$ cat src/verilog/srt_pkg.sv
// Summary of operation
// - count is 16 bits made of low and high count bytes, both software read/write
// - control bit 3 picks one 16-bit reload counter or two 8-bit reload counters
// - count clock is system clock, system clock /12, or synchronised external /8
// - 16-bit mode: wrap past 0xFFFF loads 16-bit reload value and sets high flag
// - 16-bit mode: timer interrupt enabled gives a request on every full overflow
// - 16-bit mode: low-byte interrupt enable adds requests on low byte 0xFF to 0x00; the code also needs interrupt mask bit 1 set
// - split mode: each byte reloads from its own reload byte
// - split mode: run bit gates only the high byte; low byte always counts
// - split mode: per-byte select 1 picks system clock, else external select decides
// - split mode: high byte wrap sets high flag, low byte wrap sets low flag
// - split mode: interrupt on high wrap, and on low wrap if low enable set; the code also needs interrupt mask bit 1 for the low wrap
// - hardware never clears the overflow flags; software clears and inspects both
// - capture mode clocks counter from system clock or system clock /12
// - capture: falling edge of external /8 copies count to reload, sets high flag
// - control register index 0x91 page 0x00, bit 1 reads zero, fixed bit layout
// - low flag set on every low byte wrap in either mode
package srt_pkg;
   localparam int ADDR_W = 12;
   // register indices; byte address is four times the index
   localparam logic [7:0] IDX_CLK_SEL = 8'h8E;
   localparam logic [7:0] IDX_CTRL = 8'h91;
   localparam logic [7:0] IDX_RLD_LO = 8'h92;
   localparam logic [7:0] IDX_RLD_HI = 8'h93;
   localparam logic [7:0] IDX_CNT_LO = 8'h94;
   localparam logic [7:0] IDX_CNT_HI = 8'h95;
   localparam logic [7:0] IDX_IRQ_STAT = 8'h96;
   localparam logic [7:0] IDX_IRQ_MASK = 8'h97;
   localparam logic [7:0] SFR_PAGE = 8'h00;
   // control field positions
   localparam int CTRL_HIGH_FLAG = 7;
   localparam int CTRL_LOW_FLAG = 6;
   localparam int CTRL_LOW_IEN = 5;
   localparam int CTRL_CAPTURE = 4;
   localparam int CTRL_SPLIT = 3;
   localparam int CTRL_RUN = 2;
   localparam int CTRL_EXT_SEL = 0;
   localparam logic [7:0] CTRL_WMASK = 8'hFD;
   localparam logic [7:0] CTRL_RESET = 8'h00;
   // clock select, status and mask field positions
   localparam int SEL_LOW = 0;
   localparam int SEL_HIGH = 1;
   localparam int STAT_HIGH = 0;
   localparam int STAT_LOW = 1;
   // divider counts in cycles
   localparam int SYS_DIV = 12;
   localparam int EXT_DIV = 8;
   localparam logic [3:0] SYS_DIV_LAST = 4'(SYS_DIV - 1);
   localparam logic [2:0] EXT_RISE_AT = 3'(EXT_DIV / 2 - 1);
   localparam logic [2:0] EXT_FALL_AT = 3'(EXT_DIV - 1);
   localparam logic [1:0] RESP_OKAY = 2'h0;
   localparam logic [1:0] RESP_SLVERR = 2'h2;
   typedef struct packed {
      logic sys_tick;
      logic div12_tick;
      logic ext_tick;
      logic ext_fall;
   } srt_ticks_t;
endpackage : srt_pkg

$ cat src/verilog/srt_clk_src.sv
`timescale 1ns/1ns
module srt_clk_src (
   // clock and reset
   input wire logic aclk,
   input wire logic aresetn,
   // external oscillator
   input wire logic ext_osc,
   // count enables
   output srt_pkg::srt_ticks_t ticks
);
   typedef struct packed {
      logic sync1;
      logic sync2;
      logic sync3;
      logic [3:0] div_cnt;
      logic [2:0] ext_cnt;
      logic div12;
      logic ext_rise8;
      logic ext_fall8;
   } srt_clk_state_t;

   srt_clk_state_t st_r;
   srt_clk_state_t st_nxt;
   logic ext_rise;

   always_comb begin
      st_nxt = st_r;
      // two flops keep the oscillator edge off the timer's decision logic
      st_nxt.sync1 = ext_osc;
      st_nxt.sync2 = st_r.sync1;
      st_nxt.sync3 = st_r.sync2;
      ext_rise = st_r.sync2 & ~st_r.sync3;
      st_nxt.div12 = (st_r.div_cnt == srt_pkg::SYS_DIV_LAST);
      st_nxt.div_cnt = st_nxt.div12 ? 4'h0 : st_r.div_cnt + 4'h1;
      st_nxt.ext_rise8 = ext_rise & (st_r.ext_cnt == srt_pkg::EXT_RISE_AT);
      st_nxt.ext_fall8 = ext_rise & (st_r.ext_cnt == srt_pkg::EXT_FALL_AT);
      if (ext_rise) begin
         st_nxt.ext_cnt = st_r.ext_cnt + 3'h1;
      end
   end

   always_ff @(posedge aclk) begin
      if (!aresetn) begin
         st_r <= '0;
      end else begin
         st_r <= st_nxt;
      end
   end

   assign ticks = '{sys_tick: 1'b1, div12_tick: st_r.div12,
                    ext_tick: st_r.ext_rise8, ext_fall: st_r.ext_fall8};

   // helper gap counter for the divide-by-12 check
   logic [3:0] gap_r;
   logic seen_r;
   always_ff @(posedge aclk) begin
      if (!aresetn) begin
         gap_r <= 4'h0;
         seen_r <= 1'b0;
      end else if (st_r.div12) begin
         gap_r <= 4'h0;
         seen_r <= 1'b1;
      end else begin
         gap_r <= gap_r + 4'h1;
      end
   end
endmodule : srt_clk_src

$ cat src/verilog/srt_timer.sv
`timescale 1ns/1ns
module srt_timer (
   // clock and reset
   input wire logic aclk,
   input wire logic aresetn,
   // axi4-lite write address
   input wire logic [srt_pkg::ADDR_W-1:0] s_axi_awaddr,
   input wire logic [2:0] s_axi_awprot,
   input wire logic s_axi_awvalid,
   output logic s_axi_awready,
   // axi4-lite write data
   input wire logic [31:0] s_axi_wdata,
   input wire logic [3:0] s_axi_wstrb,
   input wire logic s_axi_wvalid,
   output logic s_axi_wready,
   // axi4-lite write response
   output logic [1:0] s_axi_bresp,
   output logic s_axi_bvalid,
   input wire logic s_axi_bready,
   // axi4-lite read address
   input wire logic [srt_pkg::ADDR_W-1:0] s_axi_araddr,
   input wire logic [2:0] s_axi_arprot,
   input wire logic s_axi_arvalid,
   output logic s_axi_arready,
   // axi4-lite read data
   output logic [31:0] s_axi_rdata,
   output logic [1:0] s_axi_rresp,
   output logic s_axi_rvalid,
   input wire logic s_axi_rready,
   // external oscillator
   input wire logic ext_osc,
   // interrupt request
   output logic irq
);
   typedef struct packed {
      logic [7:0] ctrl;
      logic [1:0] clk_sel;
      logic [7:0] rld_lo;
      logic [7:0] rld_hi;
      logic [7:0] cnt_lo;
      logic [7:0] cnt_hi;
      logic [1:0] mask;
      logic aw_full;
      logic aw_ok;
      logic [7:0] aw_idx;
      logic w_full;
      logic w_en;
      logic [7:0] w_data;
      logic b_valid;
      logic [1:0] b_resp;
      logic r_valid;
      logic [31:0] r_data;
      logic [1:0] r_resp;
   } srt_state_t;

   srt_state_t st_r;
   srt_state_t st_nxt;
   srt_pkg::srt_ticks_t ticks;

   logic do_wr;
   logic wr_ctrl;
   logic wr_clk_sel;
   logic wr_rld_lo;
   logic wr_rld_hi;
   logic wr_cnt_lo;
   logic wr_cnt_hi;
   logic wr_stat;
   logic wr_mask;
   logic lo_tick;
   logic hi_tick;
   logic tick16;
   logic hf_set;
   logic lf_set;
   logic split;
   logic capture;
   logic run;
   logic [15:0] count16;

   srt_clk_src u_clk_src (
      .aclk(aclk),
      .aresetn(aresetn),
      .ext_osc(ext_osc),
      .ticks(ticks)
   );

   function automatic logic reg_hit(input logic [srt_pkg::ADDR_W-1:0] a);
      logic [7:0] idx;
      idx = a[9:2];
      reg_hit = (a[11:10] == 2'h0) && (a[1:0] == 2'h0) &&
                (idx inside {srt_pkg::IDX_CLK_SEL, srt_pkg::IDX_CTRL, srt_pkg::IDX_RLD_LO,
                             srt_pkg::IDX_RLD_HI, srt_pkg::IDX_CNT_LO, srt_pkg::IDX_CNT_HI,
                             srt_pkg::IDX_IRQ_STAT, srt_pkg::IDX_IRQ_MASK});
   endfunction : reg_hit

   // per-byte clock source: system clock, or whatever the external select picks
   function automatic logic sel_tick_src(input logic byte_sel, input logic ext_sel,
                                         input srt_pkg::srt_ticks_t t);
      if (byte_sel) begin
         sel_tick_src = t.sys_tick;
      end else begin
         sel_tick_src = ext_sel ? t.ext_tick : t.div12_tick;
      end
   endfunction : sel_tick_src

   assign split = st_r.ctrl[srt_pkg::CTRL_SPLIT];
   assign capture = st_r.ctrl[srt_pkg::CTRL_CAPTURE];
   assign run = st_r.ctrl[srt_pkg::CTRL_RUN];
   assign count16 = {st_r.cnt_hi, st_r.cnt_lo};

   // register write strobes
   always_comb begin
      do_wr = st_r.aw_full & st_r.w_full & ~st_r.b_valid;
      wr_ctrl = do_wr & st_r.aw_ok & st_r.w_en & (st_r.aw_idx == srt_pkg::IDX_CTRL);
      wr_clk_sel = do_wr & st_r.aw_ok & st_r.w_en & (st_r.aw_idx == srt_pkg::IDX_CLK_SEL);
      wr_rld_lo = do_wr & st_r.aw_ok & st_r.w_en & (st_r.aw_idx == srt_pkg::IDX_RLD_LO);
      wr_rld_hi = do_wr & st_r.aw_ok & st_r.w_en & (st_r.aw_idx == srt_pkg::IDX_RLD_HI);
      wr_cnt_lo = do_wr & st_r.aw_ok & st_r.w_en & (st_r.aw_idx == srt_pkg::IDX_CNT_LO);
      wr_cnt_hi = do_wr & st_r.aw_ok & st_r.w_en & (st_r.aw_idx == srt_pkg::IDX_CNT_HI);
      wr_stat = do_wr & st_r.aw_ok & st_r.w_en & (st_r.aw_idx == srt_pkg::IDX_IRQ_STAT);
      wr_mask = do_wr & st_r.aw_ok & st_r.w_en & (st_r.aw_idx == srt_pkg::IDX_IRQ_MASK);
   end

   // count enables per byte
   always_comb begin
      lo_tick = sel_tick_src(st_r.clk_sel[srt_pkg::SEL_LOW],
                             st_r.ctrl[srt_pkg::CTRL_EXT_SEL], ticks);
      hi_tick = sel_tick_src(st_r.clk_sel[srt_pkg::SEL_HIGH],
                             st_r.ctrl[srt_pkg::CTRL_EXT_SEL], ticks);
      // capture measures the oscillator, so it never counts on the oscillator itself
      if (capture) begin
         tick16 = st_r.clk_sel[srt_pkg::SEL_LOW] ? ticks.sys_tick : ticks.div12_tick;
      end else begin
         tick16 = lo_tick;
      end
   end

   always_comb begin
      st_nxt = st_r;
      hf_set = 1'b0;
      lf_set = 1'b0;

      // counting first, so that a software write in the same cycle overrides it
      if (!split) begin
         if (run && tick16) begin
            if (count16 == 16'hFFFF) begin
               {st_nxt.cnt_hi, st_nxt.cnt_lo} = {st_r.rld_hi, st_r.rld_lo};
               hf_set = 1'b1;
               lf_set = 1'b1;
            end else begin
               {st_nxt.cnt_hi, st_nxt.cnt_lo} = count16 + 16'h0001;
               lf_set = (st_r.cnt_lo == 8'hFF);
            end
         end
         // the value captured is the count before any increment this cycle
         if (capture && ticks.ext_fall) begin
            {st_nxt.rld_hi, st_nxt.rld_lo} = count16;
            hf_set = 1'b1;
         end
      end else begin
         if (lo_tick) begin
            if (st_r.cnt_lo == 8'hFF) begin
               st_nxt.cnt_lo = st_r.rld_lo;
               lf_set = 1'b1;
            end else begin
               st_nxt.cnt_lo = st_r.cnt_lo + 8'h01;
            end
         end
         if (run && hi_tick) begin
            if (st_r.cnt_hi == 8'hFF) begin
               st_nxt.cnt_hi = st_r.rld_hi;
               hf_set = 1'b1;
            end else begin
               st_nxt.cnt_hi = st_r.cnt_hi + 8'h01;
            end
         end
      end

      // software writes
      if (wr_ctrl) begin
         st_nxt.ctrl = st_r.w_data & srt_pkg::CTRL_WMASK;
      end
      if (wr_clk_sel) begin
         st_nxt.clk_sel = st_r.w_data[1:0];
      end
      if (wr_rld_lo) begin
         st_nxt.rld_lo = st_r.w_data;
      end
      if (wr_rld_hi) begin
         st_nxt.rld_hi = st_r.w_data;
      end
      if (wr_cnt_lo) begin
         st_nxt.cnt_lo = st_r.w_data;
      end
      if (wr_cnt_hi) begin
         st_nxt.cnt_hi = st_r.w_data;
      end
      if (wr_mask) begin
         st_nxt.mask = st_r.w_data[1:0];
      end
      if (wr_stat) begin
         st_nxt.ctrl[srt_pkg::CTRL_HIGH_FLAG] = st_r.ctrl[srt_pkg::CTRL_HIGH_FLAG] &
                                                ~st_r.w_data[srt_pkg::STAT_HIGH];
         st_nxt.ctrl[srt_pkg::CTRL_LOW_FLAG] = st_r.ctrl[srt_pkg::CTRL_LOW_FLAG] &
                                               ~st_r.w_data[srt_pkg::STAT_LOW];
      end
      // hardware events set the flags only here; a same-cycle clear loses to a new event
      st_nxt.ctrl[srt_pkg::CTRL_HIGH_FLAG] = st_nxt.ctrl[srt_pkg::CTRL_HIGH_FLAG] | hf_set;
      st_nxt.ctrl[srt_pkg::CTRL_LOW_FLAG] = st_nxt.ctrl[srt_pkg::CTRL_LOW_FLAG] | lf_set;

      // write channels, taken in either order
      if (s_axi_awvalid && s_axi_awready) begin
         st_nxt.aw_full = 1'b1;
         st_nxt.aw_idx = s_axi_awaddr[9:2];
         st_nxt.aw_ok = reg_hit(s_axi_awaddr);
      end
      if (s_axi_wvalid && s_axi_wready) begin
         st_nxt.w_full = 1'b1;
         st_nxt.w_data = s_axi_wdata[7:0];
         st_nxt.w_en = s_axi_wstrb[0];
      end
      if (do_wr) begin
         st_nxt.aw_full = 1'b0;
         st_nxt.w_full = 1'b0;
         st_nxt.b_valid = 1'b1;
         st_nxt.b_resp = st_r.aw_ok ? srt_pkg::RESP_OKAY : srt_pkg::RESP_SLVERR;
      end else if (st_r.b_valid && s_axi_bready) begin
         st_nxt.b_valid = 1'b0;
      end

      // read channel; unmapped reads return zero with an error
      if (s_axi_arvalid && s_axi_arready) begin
         st_nxt.r_valid = 1'b1;
         st_nxt.r_data = 32'h0000_0000;
         st_nxt.r_resp = reg_hit(s_axi_araddr) ? srt_pkg::RESP_OKAY : srt_pkg::RESP_SLVERR;
         if (reg_hit(s_axi_araddr)) begin
            case (s_axi_araddr[9:2])
               srt_pkg::IDX_CLK_SEL: st_nxt.r_data[1:0] = st_r.clk_sel;
               srt_pkg::IDX_CTRL: st_nxt.r_data[7:0] = st_r.ctrl;
               srt_pkg::IDX_RLD_LO: st_nxt.r_data[7:0] = st_r.rld_lo;
               srt_pkg::IDX_RLD_HI: st_nxt.r_data[7:0] = st_r.rld_hi;
               srt_pkg::IDX_CNT_LO: st_nxt.r_data[7:0] = st_r.cnt_lo;
               srt_pkg::IDX_CNT_HI: st_nxt.r_data[7:0] = st_r.cnt_hi;
               srt_pkg::IDX_IRQ_STAT: st_nxt.r_data[1:0] = {st_r.ctrl[srt_pkg::CTRL_LOW_FLAG],
                                                          st_r.ctrl[srt_pkg::CTRL_HIGH_FLAG]};
               srt_pkg::IDX_IRQ_MASK: st_nxt.r_data[1:0] = st_r.mask;
               default: st_nxt.r_data = 32'h0000_0000;
            endcase
         end
      end else if (st_r.r_valid && s_axi_rready) begin
         st_nxt.r_valid = 1'b0;
      end
   end

   // reset leaves control at its documented zero value
   always_ff @(posedge aclk) begin
      if (!aresetn) begin
         st_r <= '0;
      end else begin
         st_r <= st_nxt;
      end
   end

   assign s_axi_awready = ~st_r.aw_full & ~st_r.b_valid;
   assign s_axi_wready = ~st_r.w_full & ~st_r.b_valid;
   assign s_axi_bvalid = st_r.b_valid;
   assign s_axi_bresp = st_r.b_resp;
   assign s_axi_arready = ~st_r.r_valid;
   assign s_axi_rvalid = st_r.r_valid;
   assign s_axi_rdata = st_r.r_data;
   assign s_axi_rresp = st_r.r_resp;

   // mask bit 0 is the timer interrupt enable, bit 1 further gates the low byte
   assign irq = st_r.mask[srt_pkg::STAT_HIGH] &
                (st_r.ctrl[srt_pkg::CTRL_HIGH_FLAG] |
                 (st_r.ctrl[srt_pkg::CTRL_LOW_FLAG] & st_r.ctrl[srt_pkg::CTRL_LOW_IEN] &
                  st_r.mask[srt_pkg::STAT_LOW]));
endmodule : srt_timer
$ cat config.mk
export PLATFORM = sky130hd
export DESIGN_NAME = srt_timer
export DESIGN_NICKNAME = d
export VERILOG_FILES = /design/src/verilog/srt_pkg.sv /design/src/verilog/srt_clk_src.sv /design/src/verilog/srt_timer.sv
export SDC_FILE = /design/constraint.sdc
export NUM_CORES = 1
export LEC_CHECK = 0
export BUFFER_PORTS_ARGS = -buffer_cell sky130_fd_sc_hd__buf_2
export CAP_MARGIN = 10
export CORE_ASPECT_RATIO = 0.75
export CORE_MARGIN = 2
export CORE_UTILIZATION = 49
export CTS_BUF_LIST = sky130_fd_sc_hd__clkbuf_8 sky130_fd_sc_hd__clkbuf_16
export DETAILED_ROUTE_END_ITERATION = 6
export PLACE_DENSITY_LB_ADDON = 0.05
export SETUP_SLACK_MARGIN = 0.3
export SYNTH_ARGS = -nofsm -noshare
export SYNTH_HDL_FRONTEND = slang
export SYNTH_SLANG_ARGS = --single-unit
$ cat constraint.sdc
create_clock -name aclk -period 4.9 [get_ports aclk]
set_input_delay 0.49 -clock aclk [delete_from_list [all_inputs] [get_ports aclk]]
set_output_delay 0.49 -clock aclk [all_outputs]
set_load 0.02 [all_outputs]
## Word-level counts from Yosys, hierarchy flattened

Index checks and enable logic that the tools add are counted.

- Flip-flop bits (word level): 114
- Input port bits: 74
- Output and inout bits: 42
- Logic and storage cells: 169

- $add $sub $neg: 5
- Eq/ne operators: 34
- Multiplexer cells: 40
- Bitwise operators: 33
- Reduce and logical (&&, ||, !) cells: 30

Operators with widths:

| operator | number |
|---|---|
| equality test 8 bit (second input constant) | 26 |
| 2-to-1 mux 16 bit | 5 |
| 2-to-1 mux 8 bit | 10 |
| case mux 6 bit (5 select lines) | 1 |
| AND 1 bit | 22 |
| 2-to-1 mux 1 bit | 20 |
| adder 16 x 1 -> 16 bit (second input constant) | 1 |
| adder 8 x 1 -> 8 bit (second input constant) | 2 |
| equality test 16 bit (second input constant) | 1 |
| case mux 2 bit (8 select lines) | 1 |
| nonzero test 8 bit | 2 |
| logical AND 1 bit | 12 |
| logical NOT 2 bit | 4 |
| inverter 1 bit | 8 |
| AND reduction 2 bit | 4 |
| nonzero test 2 bit | 4 |
| 2-to-1 mux 2 bit | 3 |
| != test 3 x 1 -> 1 bit (second input constant) | 2 |
| nonzero test 3 bit | 2 |
| adder 4 x 1 -> 4 bit (second input constant) | 1 |
| equality test 4 bit (second input constant) | 1 |
| != test 2 x 1 -> 1 bit (second input constant) | 2 |
| OR reduction 2 bit | 2 |
| adder 3 x 1 -> 3 bit (second input constant) | 1 |
| other kinds (3) | 5 |

## Longest topological paths before layout

Gate-level depths: netlist of the first run.

- Word-level depth: 8
- Mapped depth: 9
- Depth with buffers taken out: 7

## Hierarchy

A second synthesis of the first run with hierarchy kept.

- Cells, all modules: 621
- Area, all modules: 5153.7 sq um

Modules (own cells, without submodules):

| module | instances | cells an instance | area an instance (sq um) | sequential area each (sq um) |
|---|---|---|---|---|
| srt_timer | 1 | 571 | 4619.4 | 1501.4 |
| srt_clk_src | 1 | 50 | 534.3 | 260.2 |

## Least setup slack after synthesis of the first run

Ideal clock, no wire load.

- Path kind: flip-flop to flip-flop
- From: register st_r, in the netlist s_axi_bvalid
- To: register st_r[87] (netlist bit)
- Setup time: 0.116 ns
- Arrival: 2.252 ns
- Required time: 4.784 ns
- Setup slack: 2.532 ns
- Stages on the path, launching flop included: 8
- Path buffers: 2
- Clock period less this slack: 2.368 ns
- Cell sequence: dfxtp_1 -> nand3b_4 -> or3_1 -> or3_4 -> or4b_4 -> buf_6 -> buf_12 -> o211a_1

- Cells in the longest elaborated chain, start to end: 7
- Elaborated cells between the ends (all ways): 9
- Classes of those cells: eq/ne: 1; mux: 1; bitwise: 5; reduce/logical: 2

Ends and longest elaborated chain:

| what | RTL line | text |
|---|---|---|
| from (decl) | srt_timer.sv:56 | `srt_state_t st_r;` |
| from (signal assigned) | srt_timer.sv:259 | `st_r <= st_nxt;` |
| inverter 1 bit (*) | srt_timer.sv:112 | `do_wr = st_r.aw_full & st_r.w_full & ~st_r.b_valid;` |
| AND 1 bit (*) | srt_timer.sv:112 |  |
| AND 1 bit (*) (3 in a row) | srt_timer.sv:115 | `wr_rld_lo = do_wr & st_r.aw_ok & st_r.w_en & (st_r.aw_idx == srt_pkg::IDX_RLD_LO);` |
| != test 2 x 1 -> 1 bit (no line) or nonzero test 2 bit (tied branches) | n/a |  |
| AND reduction 2 bit (no line) | n/a |  |

Mark *: on every way between the ends. The rest lies on a longest branch, timed or not.
A chain may end at the register's enable or synchronous reset.

## Worst setup path after layout of the first run

- From: register st_r, in the netlist count16[0]
- To: register st_r, in the netlist count16[8]

- Cells in the longest elaborated chain, start to end: 5
- Elaborated cells between the ends (all ways): 6
- Classes of those cells: add/sub: 1; eq/ne: 1; mux: 4

Ends and longest elaborated chain:

| what | RTL line | text |
|---|---|---|
| adder 16 x 1 -> 16 bit or equality test 16 bit (tied branches) | srt_timer.sv:150, srt_timer.sv:145 |  |
| 2-to-1 mux 16 bit (*) | srt_timer.sv:145 | `if (count16 == 16'hFFFF) begin` |
| 2-to-1 mux 16 bit (*) | srt_timer.sv:144 | `if (run && tick16) begin` |
| 2-to-1 mux 16 bit (*) | srt_timer.sv:143 | `if (!split) begin` |
| 2-to-1 mux 8 bit (*) | srt_timer.sv:194 | `if (wr_cnt_hi) begin` |

Mark *: on every way between the ends. The rest lies on a longest branch, timed or not. The select of a mux whose other input is x is not followed.

==> results.md, run 1 <==
- Worst R2R End: count16[8]
- Fmax: 0.397 GHz
- Layout cells sized above 1: 15.3%
- CP max stage delay: 0.72 ns
- Worst Min Path Start: s_axi_rready
- Final setup viols: 0
- I/O pins: 116
- R2R Setup Slk: 2.38 ns
- Max Buffers Root-to-Sink: 2
- Clock Sinks: 88
- Total grt overflow: 0
- Setup crit end kind: register
- Switching pwr: 385 µW
- Dpl hpwl: 9420 µm
- Worst path cell trace: ha_1 > nand3_1 > o31ai_1 > mux2_2 > o211ai_1 > o21ai_0
- Overall routing resource usage: 24.5%
- Hold Buf Count CTS: 0
- Arr. time, crit path: 2.73 ns
- Ys async rst share: 0%
- Initial DRT Pass Iterations: 5
- Number of global-route vias before repair: 3,892
- Fillers: 948
- Die Area: 10,900 µm²
- Comb power frac: 7.5%
- Syn avg cell area: 8.07 µm²
- EDFF count, synth: 0
- Max-slew violation count: 0
- Reg power frac: 49.0%
- Flops & latches, synth: 88
- Ranking of synthesized cells by area: dfxtp_1 36%, nand2_1 6.8%, buf_4 5.5%, mux2i_1 5.1%, a21oi_1 4.3%
- Cell taking the most area after synthesis: dfxtp_1
- Outcome: finished clean
- Core area: 9700 µm²
- N_diodes: 0
- RSZ-0062 raised after global routing: no
- Postcts setup bufs: 0
- Synthesis Warnings: 0
- DR DRC count: 0
- Dpl ws: 2.34 ns
- Syn Inst Count: 609
- Global placer's final weighted congestion: 0.936
- Sw Ratio: 24.9%
- Post-synth top area share: 35.8%
- Hold Vio Cnt, Final: 0
- Leak: 0.00219 µW
- Power, Total: 1550 µW
- First-pass GRT wire length: 21,000 µm
- Vias/cell: 5.71
- Initial antenna violation count: 0
- WHS Endpoint: s_axi_rvalid
- Synth cell types: 68
- Seq/Total Area, Yosys: 35.8%
- Layout Nets: 710
- DR vias: 4,381
- Cells on worst reg2reg path: 6
- Port Buffer Count: 56
- Fin util: 55.0%
- TritonCTS clock tree: yes
- TNS Setup: 0 ns
- Hold Crit Depth: 2
- Rel. slew slack: 39.7%
- CTS Buf Count: 9
- WP buf/inv: 0
- Routed WL: 13,000 µm
- Worst Hold Class: primary input to register
- Synth Cell Area: 4920 µm²
- Reg-to-reg startpoint: count16[0]
- Top FF cell, synth: dfxtp_1
- Max-capacitance violation count: 0
- Skew final: 0.00766 ns
- Die height: 90.8 µm
- Setup crit start kind: register
- Power Density: 290 nW/µm²
- Starting density of the core: 50.7%
- Int Power: 1160 µW
- Clock Pin Slew Worst Setup and Hold Paths: 0.06 ns
- Clock power frac: 43.5%
- Most common cell after layout, fill and taps aside: nand2_1
- Synthesis-to-layout area growth: 8.42%
- H-Tree Level Count: 3
- Worst EP required: 5.12 ns
- DRC marker count from the first detailed-route iteration: 266
- Slowest cell on the critical path: o31ai_1
- Root buf cell: clkbuf_16
- Peak VDD IR: 220 µV
- Slew at the pin with the worst max-slew slack: 0.897 ns
- Largest fanout on the critical path: 7
- Pin count of the biggest net entering global routing: 41
- Part of the cycle the worst path needs: 51.3%
- Clk Latency, worst-skew pair: 0.34 ns
- # rows: 31
- Antenna viol nets, final: 0
- Delay-heaviest family, CP: compound AO/OA/AOI/OAI gates
- Final Critical Period: 2.52 ns
- Setup WS post-layout: 2.38 ns
- WS Path Type: register to register
- WL per Instance: 16.9 µm
- Die W: 120 µm
- Most frequent cells in the layout: 89 x nand2_1, 88 x dfxtp_1, 56 x buf_2
- Post-cts resize count: 0
[cells by family after synthesis]
group	synth area share, %
other	0.0763
flip-flops	35.8
AO/OA/AOI/OAI	20.8
multiplexers	7.15
adder cells (fa/ha/maj)	1.53
AND/OR/NAND/NOR	23.3
buffers and inverters	10.1
XOR/XNOR	1.25
[worst max path at each step]
stage / endpoint / cells after the start / slack (ns) / start
6_report: count16[8] / 6 / 2.38 / count16[0]
3_5_place_dp: count16[11] / 4 / 2.34 / aresetn
4_1_cts: count16[8] / 6 / 2.41 / count16[0]
5_1_grt: count16[8] / 6 / 2.14 / count16[0]
2_1_floorplan: st_r[87] / 7 / 2.53 / s_axi_bvalid
3_3_place_gp: s_axi_rdata[1] / 7 / 2.37 / s_axi_araddr[7]
[sequential cells by signal, summed over array words and instances (netlist names)]
register / cells
count16: 16
u_clk_src.st_r: 8
run: 1
st_r: 44
s_axi_bresp: 1
capture: 1
s_axi_bvalid: 1
u_clk_src.ticks: 3
u_clk_src.st_nxt: 2
s_axi_rvalid: 1
s_axi_rresp: 1
s_axi_rdata: 8
split: 1
[power groups by stage]
stage               clock (µW)  sequential, µW  combinational [µW]
finish                     672             757                 116
detailed placement           0             773                 117
CTS                        683             757                 118
floorplan                    0             761                 101
global placement             0             771                 114
global route               715             759                 132
[synth_stat cells (7+ instances only)]
master    number
nand2_1       89
dfxtp_1       88
nor2_1        55
a21oi_1       42
buf_4         36
clkbuf_1      35
o21ai_0       26
mux2i_1       25
nand3_1       15
and3_1        14
inv_1         14
a211oi_1      12
nand4_1       10
nor3_1         9
nor2b_1        8
a211oi_2       7
mux2_2         7
o211ai_1       7
[metal layers]
| layer | GRT usage, % | routed length (µm) | vias up |
|---|---|---|---|
| met1 | 36.7 | 6370 | 2055 |
| met2 | 35.7 | 5390 | 164 |
| met5 | 0 | 0 | - |
| met3 | 5.62 | 1090 | 10 |
| li1 | - | - | 2152 |
| met4 | 4.90 | 104 | 0 |
[metrics by stage]
step                      hold slack (ns)  area (µm²)  cells
final                               0.338        5330    767
after global routing                0.349        5330    767
after CTS                           0.329        5330    767
after floorplan                     0.412        5010    634
after detailed placement            0.427        5040    751
after global placement              0.420        5040    751
[cell type report]
class	count	area [µm²]	share of cell area [%]
timing repair buffer	59	303	5.68
tap	132	165	3.10
inverter	15	56.3	1.06
clock buffer	9	225	4.22
multi-input combinational	457	2760	51.7
sequential	88	1760	33.0
clock inverter	7	65.1	1.22
Note: power is estimated with default switching activity, not from simulation.
==> run 2, diff against run 1 <==
Clock period 4.9 ns to 2.45 ns, I/O delays scaled along.
==> results.md, run 2 (synthesized netlist as in run 1, its figures left out) <==
- Outcome: finished clean
- H-Tree Level Count: 3 (unchanged)
- TNS Setup: 0 ns (unchanged)
- Worst R2R End: st_r[84]
- Die height: 90.8 µm (unchanged)
- Initial DRT Pass Iterations: 5 (unchanged)
- Starting density of the core: 50.7% (unchanged)
- WS Path Type: register to register
- Global placer's final weighted congestion: 0.974 (+4.0%)
- Antenna viol nets, final: 0 (unchanged)
- Fmax: 0.456 GHz (+15%)
- Max-slew violation count: 0 (unchanged)
- Pin count of the biggest net entering global routing: 50 (+22%)
- First-pass GRT wire length: 21,900 µm (+4.2%)
- Max reg flops: 44 (unchanged)
- Post-route cell area: 5570 µm² (+4.5%)
- Slowest cell on the critical path: or4b_4
- Worst EP required: 2.65 ns (-2.47 ns)
- RSZ-0062 raised after global routing: yes
- Worst Hold Class: primary input to register
- Synthesis-to-layout area growth: 13.3%
- Layout cells sized above 1: 19.4% (+4.2 points)
- Total grt overflow: 0 (unchanged)
- Cell count after placement: 768 (+2.3%)
- Max-capacitance violation count: 0 (unchanged)
- Max Buffers Root-to-Sink: 2 (unchanged)
- Layout Nets: 728 (+2.5%)
- Hold Buf Count CTS: 0 (unchanged)
- Peak VDD IR: 370 µV (+68%)
- Rel. slew slack: 57.0% (+17 points)
- Placed cell area: 5180 µm² (+2.9%)
- WP buf/inv: 0 (unchanged)
- Non-Filler Instances: 785 (+2.3%)
- Worst path cell trace: nand4b_1 > or3_1 > or3_4 > or4b_4 > nor2_1 > a211oi_2
- Largest fanout on the critical path: 8 (+1)
- Postcts setup bufs: 0 (unchanged)
- Clock power frac: 47.1% (+3.6 points)
- Port Buffer Count: 56 (unchanged)
- I/O pins: 116 (unchanged)
- CP Depth: 6 (unchanged)
- Leak: 0.00232 µW (+5.8%)
- DR DRC count: 0 (unchanged)
- Hold Vio Cnt, Final: 0 (unchanged)
- Power Density: 596 nW/µm² (+110%)
- Die Area: 10,900 µm² (unchanged)
- Setup crit end kind: register
- Worst Setup EP: st_r[84]
- # rows: 31 (unchanged)
- Most frequent cells in the layout: 89 x nand2_1, 84 x dfxtp_1, 56 x buf_2
- Setup crit start kind: register
- Biggest register: st_r
- Int Power: 2530 µW (+120%)
- Sw Ratio: 23.7% (-1.2 points)
- Worst Min Path Start: s_axi_rready
- Clock Pin Slew Worst Setup and Hold Paths: 0.06 ns (about the same)
- Most common cell after layout, fill and taps aside: nand2_1
- Fin util: 57.4% (+2.5 points)
- Comb power frac: 7.1% (-0.4 points)
- Part of the cycle the worst path needs: 89.5% (+38 points)
- R2R Setup Slk: 0.26 ns (-2.13 ns)
- Delay-heaviest family, CP: simple AND/OR/NAND/NOR gates
- Overall routing resource usage: 25.7% (+1.2 points)
- Reg-to-reg startpoint: st_r[56]
- TritonCTS clock tree: yes
- DRC marker count from the first detailed-route iteration: 326 (+23%)
- Vias/cell: 5.70 (-0.13%)
- Core area: 9700 µm² (unchanged)
- Arr. time, crit path: 2.39 ns (-0.34 ns)
- Reg power frac: 45.7% (-3.3 points)
- N_diodes: 0 (unchanged)
- CP max stage delay: 0.58 ns (-0.14 ns)
- Slew at the pin with the worst max-slew slack: 0.645 ns (-0.251 ns)
- Routed WL: 13,600 µm (+5.0%)
- Final setup viols: 0 (unchanged)
- Switching pwr: 786 µW (+100%)
- Die W: 120 µm (unchanged)
- Cells on worst reg2reg path: 6 (unchanged)
- Fillers: 938 (-1.1%)
- DR vias: 4,478 (+2.2%)
- Clk Latency, worst-skew pair: 0.34 ns (about the same)
- Dpl hpwl: 9620 µm (+2.1%)
- Clock Sinks: 88 (unchanged)
- Initial antenna violation count: 0 (unchanged)
- Number of global-route vias before repair: 4,208 (+8.1%)
- CTS Buf Count: 9 (unchanged)
- Final Critical Period: 2.19 ns (-0.323 ns)
- WL per Instance: 17.3 µm (+2.6%)
- CP startpoint: st_r[56]
- Root buf cell: clkbuf_16
- Skew final: 0.00917 ns (+0.00151 ns)
[run 2: cell types whose count changed in the layout (fill, tap and decap cells not counted), moves of 2 or more]
cell and change:
buf_4 +16, bufinv_16 +2, clkinvlp_4 -2, dfxtp_1 -4
dfxtp_2 +3, nor2_1 -3, nor2_2 +3, or3_1 -3
or3_4 +3
[run 2: repair_timing]
action	in CTS	in global routing
pin swaps	4	2
gates cloned	1	0
hold endpoints to repair	0	0
gates resized for setup	3	10
endpoints found under the setup margin	9	31
[run 2: power groups by stage]
stage	combinational, µW	sequential, µW	clock, µW
after global placement	229	1540	0
after CTS	235	1510	1590
after detailed placement	234	1540	0
after global routing	264	1520	1650
final	237	1520	1560
after floorplan	201	1520	0
[run 2: final cells by class]
type	instances	area (µm²)	area share, %
Multi-Input combinational cell	458	2800	50.2
Sequential cell	88	1770	31.8
Timing Repair Buffer	76	443	7.95
Clock buffer	9	225	4.04
Tap cell	132	165	2.96
Clock inverter	7	114	2.04
Inverter	15	56.3	1.01
[run 2: through the flow]
stage / setup WS [ns] / total power, µW / hold slack [ns]
finish: 0.257 / 3320 / 0.100
global route: 0.165 / 3440 / 0.0964
CTS: 0.217 / 3340 / 0.0867
detailed placement: 0.164 / 1780 / 0.421
global placement: 0.178 / 1770 / 0.417
floorplan: 0.182 / 1720 / 0.344
[run 2: how the worst min path moves through the flow]
stage          cells past startpoint  slack, ns                   end
2_1_floorplan                      1       0.34          s_axi_rvalid
3_3_place_gp                       1       0.42  u_clk_src.st_nxt[10]
3_5_place_dp                       1       0.42  u_clk_src.st_nxt[10]
4_1_cts                            2       0.09          s_axi_rvalid
5_1_grt                            2        0.1          s_axi_rvalid
6_report                           2        0.1          s_axi_rvalid
[run 2: routing by layer]
layer / GRT usage (%) / share of wire [%]
met3: 6.44 / 8.4
met2: 38.6 / 42
met5: 0 / 0
met4: 6.08 / 0.93
met1: 36.9 / 48
==> run 3, diff against run 2 <==
Clock period 2.45 ns to 2.8 ns, I/O delays scaled along.
==> results.md, run 3 (synthesized netlist as in run 1, its figures left out) <==
- Layout Nets: 720 (-1.1%)
- Max Buffers Root-to-Sink: 2 (unchanged)
- Non-Filler Instances: 776 (-1.1%)
- Part of the cycle the worst path needs: 83.8% (-5.7 points)
- Initial antenna violation count: 0 (unchanged)
- Antenna viol nets, final: 0 (unchanged)
- Int Power: 1990 µW (-21%)
- Outcome: finished clean
- DR vias: 4,445 (-0.74%)
- DR DRC count: 0 (unchanged)
- Hold Vio Cnt, Final: 0 (unchanged)
- Worst Hold Class: primary input to register
- Clk Latency, worst-skew pair: 0.34 ns (about the same)
- WS Path Type: register to register
- TNS Setup: 0 ns (unchanged)
- Biggest register: st_r
- Synthesis-to-layout area growth: 9.90%
- Most common cell after layout, fill and taps aside: nand2_1
- I/O pins: 116 (unchanged)
- WL per Instance: 16.8 µm (-2.9%)
- Port Buffer Count: 56 (unchanged)
- Routed WL: 13,000 µm (-4.1%)
- Worst path cell trace: nand3b_4 > or3_4 > or3_4 > or4b_4 > nor2_1 > a211oi_2
- Clock Pin Slew Worst Setup and Hold Paths: 0.06 ns (about the same)
- Overall routing resource usage: 24.9% (-0.78 points)
- Number of global-route vias before repair: 4,053 (-3.7%)
- Final setup viols: 0 (unchanged)
- Starting density of the core: 50.7% (unchanged)
- WP buf/inv: 0 (unchanged)
- Die W: 120 µm (unchanged)
- Layout cells sized above 1: 16.9% (-2.5 points)
- Reg power frac: 49.7% (+4.0 points)
- Delay-heaviest family, CP: simple AND/OR/NAND/NOR gates
- Die Area: 10,900 µm² (unchanged)
- Global placer's final weighted congestion: 0.970 (-0.39%)
- Sw Ratio: 25.1% (+1.5 points)
- Most used cell, CP: or3_4
- Fmax: 0.426 GHz (-6.6%)
- Hold Buf Count CTS: 0 (unchanged)
- RSZ-0062 raised after global routing: no
- CTS Buf Count: 9 (unchanged)
- Setup crit start kind: register
- Slew at the pin with the worst max-slew slack: 0.650 ns (+0.00451 ns)
- Slowest cell on the critical path: or4b_4
- Switching pwr: 670 µW (-15%)
- Power Density: 493 nW/µm² (-17%)
- Die height: 90.8 µm (unchanged)
- N_diodes: 0 (unchanged)
- Vias/cell: 5.73 (+0.41%)
- Clock power frac: 42.5% (-4.6 points)
- Max-capacitance violation count: 0 (unchanged)
- Arr. time, crit path: 2.55 ns (+0.16 ns)
- First-pass GRT wire length: 21,200 µm (-3.3%)
- Rel. slew slack: 56.1% (-0.85 points)
- Peak VDD IR: 386 µV (+4.4%)
- Pin count of the biggest net entering global routing: 51 (+2.0%)
- Max-slew violation count: 0 (unchanged)
- Post-cts resize count: 0 (-3)
- DRC marker count from the first detailed-route iteration: 254 (-22%)
- Largest fanout on the critical path: 16 (+8)
- Leak: 0.00224 µW (-3.2%)
- Total grt overflow: 0 (unchanged)
- R2R Setup Slk: 0.45 ns (+0.20 ns)
- Setup crit end kind: register
- Worst EP required: 3.00 ns (+0.35 ns)
- Most frequent cells in the layout: 89 x nand2_1, 88 x dfxtp_1, 56 x buf_2
- Final Critical Period: 2.35 ns (+0.154 ns)
- H-Tree Level Count: 3 (unchanged)
- TritonCTS clock tree: yes
- Skew final: 0.00817 ns (-0.00100 ns)
- Cell count after placement: 761 (-0.91%)
- Clock Sinks: 88 (unchanged)
- Core area: 9700 µm² (unchanged)
- # rows: 31 (unchanged)
- CP max stage delay: 0.66 ns (+0.08 ns)
- Root buf cell: clkbuf_16
- Comb power frac: 7.8% (+0.7 points)
- Postcts setup bufs: 0 (unchanged)
- Initial DRT Pass Iterations: 4 (-1)
- Dpl hpwl: 9560 µm (-0.60%)
- Max reg flops: 44 (unchanged)
==> run 3: final timing paths <==
check                    endpoint  cells after the start            startpoint
max reg2reg              st_r[84]                      6          s_axi_bvalid
min                  s_axi_rvalid                      2          s_axi_rready
min reg2reg  u_clk_src.st_nxt[10]                      1  u_clk_src.st_nxt[11]
max                      st_r[84]                      6          s_axi_bvalid
==> run 3: power groups by stage <==
stage | logic, µW | registers [µW] | clock network, µW
3_5_place_dp | 206 | 1350 | 0
5_1_grt | 232 | 1330 | 1220
4_1_cts | 207 | 1320 | 1160
3_3_place_gp | 202 | 1350 | 0
6_report | 207 | 1320 | 1130
2_1_floorplan | 176 | 1330 | 0
==> run 3: worst register-to-register path, delay by kind of cell (launching register included) <==
kind,cells,cell delay [ns]
AO/OA/AOI/OAI,1,0.06
AND/OR/NAND/NOR,5,1.79
flip-flops,1,0.35
==> run 3: routing by layer <==
| metal | global-route usage, % | routed length [µm] | vias to the layer above |
|---|---|---|---|
| met5 | 0 | 0 | - |
| met3 | 6.82 | 1200 | 14 |
| met4 | 7.45 | 210 | 0 |
| met2 | 35.9 | 5410 | 169 |
| met1 | 36.1 | 6230 | 2082 |
| li1 | - | - | 2180 |
==> run 3: per-stage QoR <==
step / power (µW) / utilization, % / area, µm² / setup slack (ns) / hold WS [ns]
global placement: 1550 / 52.8 / 5120 / 0.394 / 0.414
floorplan: 1510 / - / 5010 / 0.432 / 0.379
detailed placement: 1560 / 52.8 / 5120 / 0.360 / 0.426
finish: 2660 / 55.7 / 5400 / 0.453 / 0.131
CTS: 2690 / 55.7 / 5400 / 0.347 / 0.122
global route: 2780 / 55.7 / 5400 / 0.312 / 0.129
==> run 3: cell type report <==
cell class | count | area (µm²)
fillers | 937 | 4290
multi-input cells | 457 | 2760
flip-flops and latches | 88 | 1760
repair buffers | 69 | 378
clock buffers | 11 | 253
well taps | 132 | 165
inverters | 15 | 56.3
clock inverters | 4 | 30.0
